`config.mk`:
```
export PLATFORM = sky130hd
export DESIGN_NAME = rx_port_alias_and_input_config
export DESIGN_NICKNAME = d
export VERILOG_FILES = /design/src/rx_port_pkg.sv /design/src/alias_slot.sv /design/src/rx_port_alias_and_input_config.sv
export VERILOG_INCLUDE_DIRS = /design/src
export SDC_FILE = /design/constraint.sdc
export NUM_CORES = 1
export LEC_CHECK = 0
export BUFFER_PORTS_ARGS = -buffer_cell sky130_fd_sc_hd__buf_2
export CELL_PAD_IN_SITES_DETAIL_PLACEMENT = 0
export CELL_PAD_IN_SITES_GLOBAL_PLACEMENT = 1
export CORE_ASPECT_RATIO = 0.6
export CORE_MARGIN = 10
export CORE_UTILIZATION = 40
export CTS_CLUSTER_SIZE = 10
export DETAILED_ROUTE_END_ITERATION = 8
export PLACE_DENSITY_LB_ADDON = 0.08
export REMOVE_ABC_BUFFERS = 1
export SLEW_MARGIN = 20
export SYNTH_ARGS = -nofsm -noshare
export SYNTH_HDL_FRONTEND = slang
export SYNTH_SLANG_ARGS = --single-unit
export TNS_END_PERCENT = 1
```
`constraint.sdc`:
```
create_clock -name core_clk -period 4.2 [get_ports core_clk]
set_input_delay 0.42 -clock core_clk [delete_from_list [all_inputs] [get_ports core_clk]]
set_output_delay 0.42 -clock core_clk [all_outputs]
set_load 0.05 [all_outputs]
```
`src/rx_port_map.svh`:
```
// register offsets, field positions, reset values and strap layout
`ifndef RX_PORT_MAP_SVH
`define RX_PORT_MAP_SVH

`define PORT_SELECT_OFFSET 8'h4c
`define ALIAS_SLOT_6_OFFSET 8'h6b
`define ALIAS_SLOT_7_OFFSET 8'h6c
`define PORT_INPUT_CONFIG_OFFSET 8'h6d

`define PORT_SELECT_RESET 8'h01
`define SEL_WRITE_P0_BIT 0
`define SEL_WRITE_P1_BIT 1
`define SEL_READ_BIT 4

`define ALIAS_SLOT_RESET 8'h00
`define ALIAS_ADDR_MSB 7
`define ALIAS_ADDR_LSB 1
`define ALIAS_AUTO_ACK_BIT 0

`define PORT_CONFIG_RESET 8'h78
`define CFG_FIRST_FRAME_BIT 7
`define CFG_FRAME_BEGIN_BIT 6
`define CFG_PASS_CKSUM_BIT 5
`define CFG_PASS_HEADER_BIT 4
`define CFG_PASS_LENGTH_BIT 3
`define CFG_COAX_BIT 2
`define CFG_FORMAT_MSB 1
`define CFG_FORMAT_LSB 0

`define FIRST_FRAME_NUMBER 16'h0001
`define STRAP_COAX_BIT 2

`endif

```
`src/rx_port_pkg.sv`:
```
// types shared by the receive-port configuration logic
package rx_port_pkg;

	typedef enum logic [1:0] {
		FORMAT_CSI = 2'h0,
		FORMAT_RAW12_50 = 2'h1,
		FORMAT_RAW12_75 = 2'h2,
		FORMAT_RAW10_100 = 2'h3
	} rx_format_type;

	// reset loads wait any; gray along wait first -> wait any -> open
	typedef enum logic [1:0] {
		GATE_OPEN = 2'h0,
		GATE_WAIT_ANY = 2'h1,
		GATE_WAIT_ONE = 2'h3
	} gate_state_type;

endpackage

```
`src/alias_slot.sv`:
```
// one alias slot decoder: match and auto-acknowledge enable
`include "rx_port_map.svh"

module alias_slot (
	input wire logic [7:0] slot_value,
	input wire logic [6:0] bus_addr,
	output logic hit,
	output logic auto_ack_en
);
	logic [6:0] alias_addr;

	assign alias_addr = slot_value[`ALIAS_ADDR_MSB:`ALIAS_ADDR_LSB];
	// a zero alias never decodes
	assign hit = (alias_addr != 7'h00) && (alias_addr == bus_addr);
	assign auto_ack_en = slot_value[`ALIAS_AUTO_ACK_BIT];

endmodule // alias_slot

```
`src/rx_port_alias_and_input_config.sv`:
```
// per-port alias decode, packet acceptance and input configuration
// Contract
// - one register copy per port, chosen by select
// - matching alias remaps to remote target address
// - zero alias disables that slot
// - auto-ack bit acknowledges writes to target
// - first-frame hold: drop until frame one
// - frame-begin hold: drop until any frame start
// - csi mode: checksum-bad packets forwarded only when enabled
// - csi mode: header-bad packets forwarded only when enabled
// - csi mode: length-bad packets forwarded only when enabled
// - raw mode: bit three drops short line
// - cable bit: zero twisted pair, one coax
// - cable and format defaults from strap
// - format field selects csi or raw mode
`include "rx_port_map.svh"

module rx_port_alias_and_input_config
	import rx_port_pkg::*;
(
	input wire logic core_clk,
	input wire logic rst,
	input wire logic ce,
	input wire logic reg_wr,
	input wire logic reg_rd,
	input wire logic [7:0] reg_addr,
	input wire logic [7:0] reg_wdata,
	output logic [7:0] reg_rdata,
	input wire logic i2c_addr_valid,
	input wire logic [6:0] i2c_addr,
	input wire logic i2c_is_write,
	input wire logic [6:0] remote_id_p0_s6,
	input wire logic [6:0] remote_id_p0_s7,
	input wire logic [6:0] remote_id_p1_s6,
	input wire logic [6:0] remote_id_p1_s7,
	output logic remap_hit,
	output logic [6:0] remap_addr,
	output logic remap_port,
	output logic remap_write,
	output logic auto_ack,
	input wire logic link_lock_0,
	input wire logic link_lock_1,
	input wire logic pkt_valid,
	input wire logic pkt_port,
	input wire logic pkt_frame_begin,
	input wire logic [15:0] pkt_frame_num,
	input wire logic pkt_cksum_err,
	input wire logic pkt_header_err,
	input wire logic pkt_length_err,
	input wire logic pkt_short_first_line,
	output logic pkt_accept,
	output logic pkt_reject,
	input wire logic power_down_release,
	input wire logic [2:0] mode_strap,
	output logic cable_coax_0,
	output logic cable_coax_1,
	output logic [1:0] serial_input_format_0,
	output logic [1:0] serial_input_format_1
);

	logic [7:0] port_select_reg;
	logic [7:0] remote_alias_slot_reg [0:1][0:1];
	logic [7:0] port_input_config_reg [0:1];
	gate_state_type gate_reg [0:1];
	gate_state_type gate_next [0:1];
	logic [1:0] hit [0:1];
	logic [1:0] auto_en [0:1];
	logic [6:0] remote_id [0:1][0:1];
	logic [1:0] pdb_sync_reg;
	logic pdb_seen_reg;
	logic [2:0] strap_meta_reg;
	logic [2:0] strap_sync_reg;
	logic [1:0] lock;
	logic strap_load;
	logic any_hit;
	logic hit_port;
	logic hit_auto;
	logic [6:0] hit_id;
	logic accept_next;
	logic [7:0] cfg_pkt;
	rx_format_type pkt_format;

	assign remote_id[0][0] = remote_id_p0_s6;
	assign remote_id[0][1] = remote_id_p0_s7;
	assign remote_id[1][0] = remote_id_p1_s6;
	assign remote_id[1][1] = remote_id_p1_s7;
	assign lock = {link_lock_1, link_lock_0};

	// pins are asynchronous: two flops before anything looks at them
	always_ff @(posedge core_clk) begin
		if (rst) begin
			pdb_sync_reg <= 2'h0;
			strap_meta_reg <= 3'h0;
			strap_sync_reg <= 3'h0;
		end else if (ce) begin
			pdb_sync_reg <= {pdb_sync_reg[0], power_down_release};
			strap_meta_reg <= mode_strap;
			strap_sync_reg <= strap_meta_reg;
		end
	end

	// sample the strap once, on the first rising release after reset
	always_ff @(posedge core_clk) begin
		if (rst) begin
			pdb_seen_reg <= 1'b0;
		end else if (ce && pdb_sync_reg[1]) begin
			pdb_seen_reg <= 1'b1;
		end
	end
	assign strap_load = pdb_sync_reg[1] && !pdb_seen_reg;

	always_ff @(posedge core_clk) begin
		if (rst) begin
			port_select_reg <= `PORT_SELECT_RESET;
		end else if (ce && reg_wr && reg_addr == `PORT_SELECT_OFFSET) begin
			port_select_reg <= reg_wdata;
		end
	end

	// writes land in every port copy enabled by the select register
	always_ff @(posedge core_clk) begin
		for (int p = 0; p < 2; p++) begin
			if (rst) begin
				remote_alias_slot_reg[p][0] <= `ALIAS_SLOT_RESET;
				remote_alias_slot_reg[p][1] <= `ALIAS_SLOT_RESET;
				port_input_config_reg[p] <= `PORT_CONFIG_RESET;
			end else if (ce) begin
				if (reg_wr && port_select_reg[p]) begin
					case (reg_addr)
						`ALIAS_SLOT_6_OFFSET:
							remote_alias_slot_reg[p][0] <= reg_wdata;
						`ALIAS_SLOT_7_OFFSET:
							remote_alias_slot_reg[p][1] <= reg_wdata;
						`PORT_INPUT_CONFIG_OFFSET:
							port_input_config_reg[p] <= reg_wdata;
						default: ;
					endcase
				end
				// strap wins over a same-cycle write: it is the power-up default
				if (strap_load) begin
					port_input_config_reg[p][`CFG_COAX_BIT] <=
						strap_sync_reg[`STRAP_COAX_BIT];
					port_input_config_reg[p][`CFG_FORMAT_MSB:`CFG_FORMAT_LSB] <=
						strap_sync_reg[1:0];
				end
			end
		end
	end

	// reads come from the copy chosen by the read select bit
	always_ff @(posedge core_clk) begin
		if (rst) begin
			reg_rdata <= 8'h00;
		end else if (ce && reg_rd) begin
			case (reg_addr)
				`PORT_SELECT_OFFSET:
					reg_rdata <= port_select_reg;
				`ALIAS_SLOT_6_OFFSET:
					reg_rdata <= remote_alias_slot_reg[port_select_reg[
						`SEL_READ_BIT]][0];
				`ALIAS_SLOT_7_OFFSET:
					reg_rdata <= remote_alias_slot_reg[port_select_reg[
						`SEL_READ_BIT]][1];
				`PORT_INPUT_CONFIG_OFFSET:
					reg_rdata <= port_input_config_reg[port_select_reg[
						`SEL_READ_BIT]];
				default:
					reg_rdata <= 8'h00;
			endcase
		end
	end

	for (genvar p = 0; p < 2; p++) begin : g_port
		for (genvar s = 0; s < 2; s++) begin : g_slot
			alias_slot u_slot (
				.slot_value(remote_alias_slot_reg[p][s]),
				.bus_addr(i2c_addr),
				.hit(hit[p][s]),
				.auto_ack_en(auto_en[p][s])
			);
		end
	end

	// lowest port, then lowest slot, wins if aliases overlap
	always_comb begin
		any_hit = 1'b0;
		hit_port = 1'b0;
		hit_auto = 1'b0;
		hit_id = 7'h00;
		for (int p = 1; p >= 0; p--) begin
			for (int s = 1; s >= 0; s--) begin
				if (hit[p][s]) begin
					any_hit = 1'b1;
					hit_port = 1'(p);
					hit_auto = auto_en[p][s];
					hit_id = remote_id[p][s];
				end
			end
		end
	end

	always_ff @(posedge core_clk) begin
		if (rst) begin
			remap_hit <= 1'b0;
			remap_addr <= 7'h00;
			remap_port <= 1'b0;
			remap_write <= 1'b0;
			auto_ack <= 1'b0;
		end else if (ce) begin
			remap_hit <= i2c_addr_valid && any_hit;
			remap_addr <= hit_id;
			remap_port <= hit_port;
			remap_write <= i2c_is_write;
			// no lock or remote answer in the term: acked here
			auto_ack <= i2c_addr_valid && any_hit && i2c_is_write && hit_auto;
		end
	end

	assign cfg_pkt = port_input_config_reg[pkt_port];
	assign pkt_format = rx_format_type'(cfg_pkt[`CFG_FORMAT_MSB:
		`CFG_FORMAT_LSB]);

	// gate re-arms while the link is down, opens on the wanted start
	always_comb begin
		for (int p = 0; p < 2; p++) begin
			gate_next[p] = gate_reg[p];
			if (!lock[p]) begin
				if (port_input_config_reg[p][`CFG_FIRST_FRAME_BIT]) begin
					gate_next[p] = GATE_WAIT_ONE;
				end else if (port_input_config_reg[p][`CFG_FRAME_BEGIN_BIT]) begin
					gate_next[p] = GATE_WAIT_ANY;
				end else begin
					gate_next[p] = GATE_OPEN;
				end
			end else if (pkt_valid && pkt_port == 1'(p) && pkt_frame_begin) begin
				case (gate_reg[p])
					GATE_WAIT_ONE:
						if (pkt_frame_num == `FIRST_FRAME_NUMBER) begin
							gate_next[p] = GATE_OPEN;
						end
					GATE_WAIT_ANY:
						gate_next[p] = GATE_OPEN;
					GATE_OPEN:
						gate_next[p] = GATE_OPEN;
					default:
						gate_next[p] = GATE_OPEN;
				endcase
			end
		end
	end

	always_ff @(posedge core_clk) begin
		for (int p = 0; p < 2; p++) begin
			if (rst) begin
				gate_reg[p] <= GATE_WAIT_ANY;
			end else if (ce) begin
				gate_reg[p] <= gate_next[p];
			end
		end
	end

	always_comb begin
		accept_next = 1'b1;
		case (gate_reg[pkt_port])
			GATE_WAIT_ONE:
				accept_next = pkt_frame_begin &&
					pkt_frame_num == `FIRST_FRAME_NUMBER;
			GATE_WAIT_ANY:
				accept_next = pkt_frame_begin;
			default:
				accept_next = 1'b1;
		endcase
		if (pkt_format == FORMAT_CSI) begin
			if (pkt_cksum_err && !cfg_pkt[`CFG_PASS_CKSUM_BIT]) begin
				accept_next = 1'b0;
			end
			if (pkt_header_err && !cfg_pkt[`CFG_PASS_HEADER_BIT]) begin
				accept_next = 1'b0;
			end
			if (pkt_length_err && !cfg_pkt[`CFG_PASS_LENGTH_BIT]) begin
				accept_next = 1'b0;
			end
		end else if (pkt_short_first_line && cfg_pkt[`CFG_PASS_LENGTH_BIT]) begin
			accept_next = 1'b0;
		end
	end

	always_ff @(posedge core_clk) begin
		if (rst) begin
			pkt_accept <= 1'b0;
			pkt_reject <= 1'b0;
		end else if (ce) begin
			pkt_accept <= pkt_valid && accept_next;
			pkt_reject <= pkt_valid && !accept_next;
		end
	end

	// mode outputs are the register bits themselves
	assign cable_coax_0 = port_input_config_reg[0][`CFG_COAX_BIT];
	assign cable_coax_1 = port_input_config_reg[1][`CFG_COAX_BIT];
	assign serial_input_format_0 =
		port_input_config_reg[0][`CFG_FORMAT_MSB:`CFG_FORMAT_LSB];
	assign serial_input_format_1 =
		port_input_config_reg[1][`CFG_FORMAT_MSB:`CFG_FORMAT_LSB];
endmodule // rx_port_alias_and_input_config

```
==> run_results.csv <==
group,metric,value,unit
timing,finClkSkew,0.00672,ns
logic_synthesis,ys_ff_latch,91,
pwr,sw_frac_of_total,25.2,%
final_layout,nets,650,
timing,fin_crit_sh,59.5,%
clocking,cts_resized,0,
timing,maxSlewViolCount,0,
setup_path,worst_ep_arrival_time,2.71,ns
detailed_routing,dr_total_vias,4017,
clocking,h-tree-depth,3,
clocking,cts_sinks,91,
clocking,ctsHoldBuffers,0,
logic_synthesis,syn_area,4830,um2
clocking,clockRootBuffer,"clkbuf_16",
logic_synthesis,synthArstFlopShare,0,%
pwr,powerDensity,348,nW/um2
global_routing,grt.overflow.total,0,
timing,grt_setup_unrepaired,"no",
setup_path,crit_type,"flip-flop to flip-flop",
floorplanning,die_x,162,um
floorplanning,io_pins,114,
pwr,combPwrFrac,10.5,%
detailed_routing,viasPerCell,5.52,
job,max_cap_violations,0,
timing,relSlewSlack,26.6,%
timing,timing.final.hold_violations,0,
hold_path,worstHoldPathType,"input pin to flip-flop",
logic_synthesis,synth_flop_cell,"edfxtp_1",
final_layout,multiInputGateArea,2330,um2
floorplanning,dieArea,17000,um2
pwr,peakVddDrop,0.195,mV
clocking,cts_setup_buffers,0,
clocking,clk_pin_slew,0.07,ns
global_routing,grt_antenna_before_repair,0,
final_layout,antenna_cells,0,
logic_synthesis,yosys.cell_types.count,55,
floorplanning,start_util,41.8,%
setup_path,critPathSlowestCell,"dfxtp_1",
hold_path,hold_path_end,"strap_meta_reg[1]",
global_routing,grt_start_max_net_pins,33,
detailed_routing,drt-initial-drc-count,229,
setup_path,r2r.worst_path.cells,5,
floorplanning,rows,30,
floorplanning,core-area,11600,um2
timing,hold_ws,0.307,ns
logic_synthesis,syn_inst,461,
timing,setup_ws,1.70,ns
setup_path,worstSetupStartpointType,"flip-flop",
global_routing,grt_pass1_wl,23300,um
setup_path,cp_max_fo,19,
clocking,clock_latency,0.34,ns
logic_synthesis,synth_top_area_share,32.3,%
pwr,clockPowerShare,40.4,%
pwr,p_int,1.51,mW
final_layout,area_growth,19.8,%
logic_synthesis,yosysTopAreaCell,"edfxtp_1",
timing,setup_violations,0,
pwr,p_leak,2.21,nW
floorplanning,die_h,105,um
logic_synthesis,ys_seq_area_share,48.5,%
timing,tightestPinTransition,1.10,ns
pwr,total_power,2.01,mW
logic_synthesis,syn_avg_cell_area,10.5,um2
clocking,cts_max_path_buffers,2,
hold_path,hold_start,"mode_strap[1]",
place,gp_congestion,0.877,
detailed_routing,drt_wl_total,15100,um
global_routing,grt_pass1_vias,3970,
final_layout,regArea,2340,um2
setup_path,cp-end-kind,"flip-flop",
logic_synthesis,synth_area_leaders,"edfxtp_1 32%, dfxtp_1 16%, mux2i_1 8.9%, xor2_1 5.1%, and2_1 4.4%",
pwr,p_seq_share,49.1,%
detailed_routing,post_drt_wl_per_cell,20.8,um
setup_path,crit_chain,"buf_4 -> mux2i_1 -> nor2_1 -> a2111oi_0 -> nor3_1",
timing,fmax,400,MHz
setup_path,path_buf_inv,1,
setup_path,slowest_delay,1.05,ns
pwr,p_switching,0.507,mW
clocking,cts_tree,"yes",
setup_path,r2r-end,"reg_rdata[0]",
setup_path,cp_top_family,"flip-flops",
detailed_routing,drt_pass1_iterations,5,
place,dp_hpwl,12000,um
logic_synthesis,yosysWarnings,0,
detailed_routing,drc,0,
clocking,numCtsBuffers,9,
final_layout,layout-drive-gt1-share,25.4,%
final_layout,largest_reg_flops,32,
timing,post-route-min-period,2.50,ns
detailed_routing,ant_nets,0,
final_layout,fill_cells,1127,
logic_synthesis,synth_edf_count,52,
timing,setup-tns-final,0,ns
place,place.port_buffers,113,
place,dp_slack,1.49,ns
global_routing,grt.total_usage,17.7,%
setup_path,cp.required,4.41,ns
setup_path,rrSetupSlack,1.70,ns
run_status,status,"finished, final reports clean",
hold_path,whs_path_depth,3,
## layout make-up
cell class | instances | share of cell area, %
clock inverter | 7 | 1.27
tap | 160 | 3.46
clock buffer | 9 | 3.89
sequential | 91 | 40.4
inverter | 9 | 0.583
timing repair buffer | 116 | 10.2
multi-input combinational | 336 | 40.2
## stage by stage
stage / instances / util [%] / instance area, um2
2_1_floorplan: 436 / - / 4700
3_3_place_gp: 712 / 47.5 / 5490
3_5_place_dp: 712 / 47.5 / 5490
4_1_cts: 728 / 50.0 / 5790
5_1_grt: 728 / 50.1 / 5790
6_report: 728 / 50.1 / 5790
## worst reg2reg max path: stages (launching register included)
cell	delay, ns
dfxtp_1	1.05
buf_4	0.33
mux2i_1	0.22
nor2_1	0.06
a2111oi_0	0.60
nor3_1	0.11
## logic make-up (layout without fill, tap and decap cells)
group | after synthesis | in the layout | synth area share (%)
buf+inv | 34 | 141 | 3.49
compound gates | 86 | 86 | 13.2
xor+xnor | 28 | 28 | 5.07
mux | 43 | 43 | 8.90
flops | 91 | 91 | 48.5
simple gates | 179 | 179 | 20.9
## cells in the final DEF (no fill, tap or decap), types with 3 or more instances in the layout
cell type	instances
a22o_1	6
o21bai_1	6
nand3_1	6
nand2b_1	11
dfxtp_1	39
a22oi_1	7
a21oi_1	9
nor3b_1	7
edfxtp_1	52
and2_1	34
xor2_1	28
clkbuf_16	9
buf_2	113
a221o_1	6
nor2b_1	4
nor4_1	12
o21ai_0	13
o22ai_1	8
o221ai_1	4
nand2_1	26
inv_6	3
inv_1	9
nor2_1	45
buf_4	3
a311oi_1	6
mux2i_1	43
nor3_1	15
## power by group through the flow
| stage | Combinational [mW] | Clock (mW) | Sequential [mW] |
|---|---|---|---|
| finish | 0.211 | 0.814 | 0.989 |
| global route | 0.230 | 0.873 | 0.992 |
| CTS | 0.211 | 0.830 | 0.988 |
| detailed placement | 0.210 | 0 | 1.01 |
| global placement | 0.207 | 0 | 1.01 |
| floorplan | 0.0786 | 0 | 1.03 |
## cell usage after synthesis, drive strengths merged, types with 3 or more instances
| library cell | number |
|---|---|
| a21oi | 9 |
| nor2b | 4 |
| o21ai | 13 |
| a2111oi | 3 |
| clkbuf | 10 |
| o21bai | 6 |
| a22o | 6 |
| xor2 | 28 |
| mux2i | 43 |
| dfxtp | 39 |
| inv | 9 |
| nand3 | 7 |
| buf | 15 |
| nor3 | 18 |
| nand2 | 26 |
| a221o | 6 |
| edfxtp | 52 |
| a22oi | 7 |
| and2 | 34 |
| nor3b | 8 |
| and3 | 3 |
| o221ai | 4 |
| nor4 | 14 |
| nand2b | 11 |
| o22ai | 8 |
| a311oi | 6 |
| nor2 | 46 |
## layer usage
layer / wire, um / track usage (%)
met2: 5940 / 22.9
met3: 1650 / 7.05
met5: 0 / 0
met1: 7420 / 26.2
met4: 133 / 4.27
## worst max path at each step
stage / startpoint / to / cells past startpoint
finish: flip-flop / reg_rdata[0] / 5
global route: flip-flop / reg_rdata[0] / 5
CTS: flip-flop / reg_rdata[0] / 5
detailed placement: reg_addr[1] / remote_alias_slot_reg[0][4] / 4
global placement: reg_addr[1] / remote_alias_slot_reg[0][4] / 4
floorplan: reg_addr[1] / remote_alias_slot_reg[0][0] / 3
Note: power is estimated with default switching activity, not from simulation.
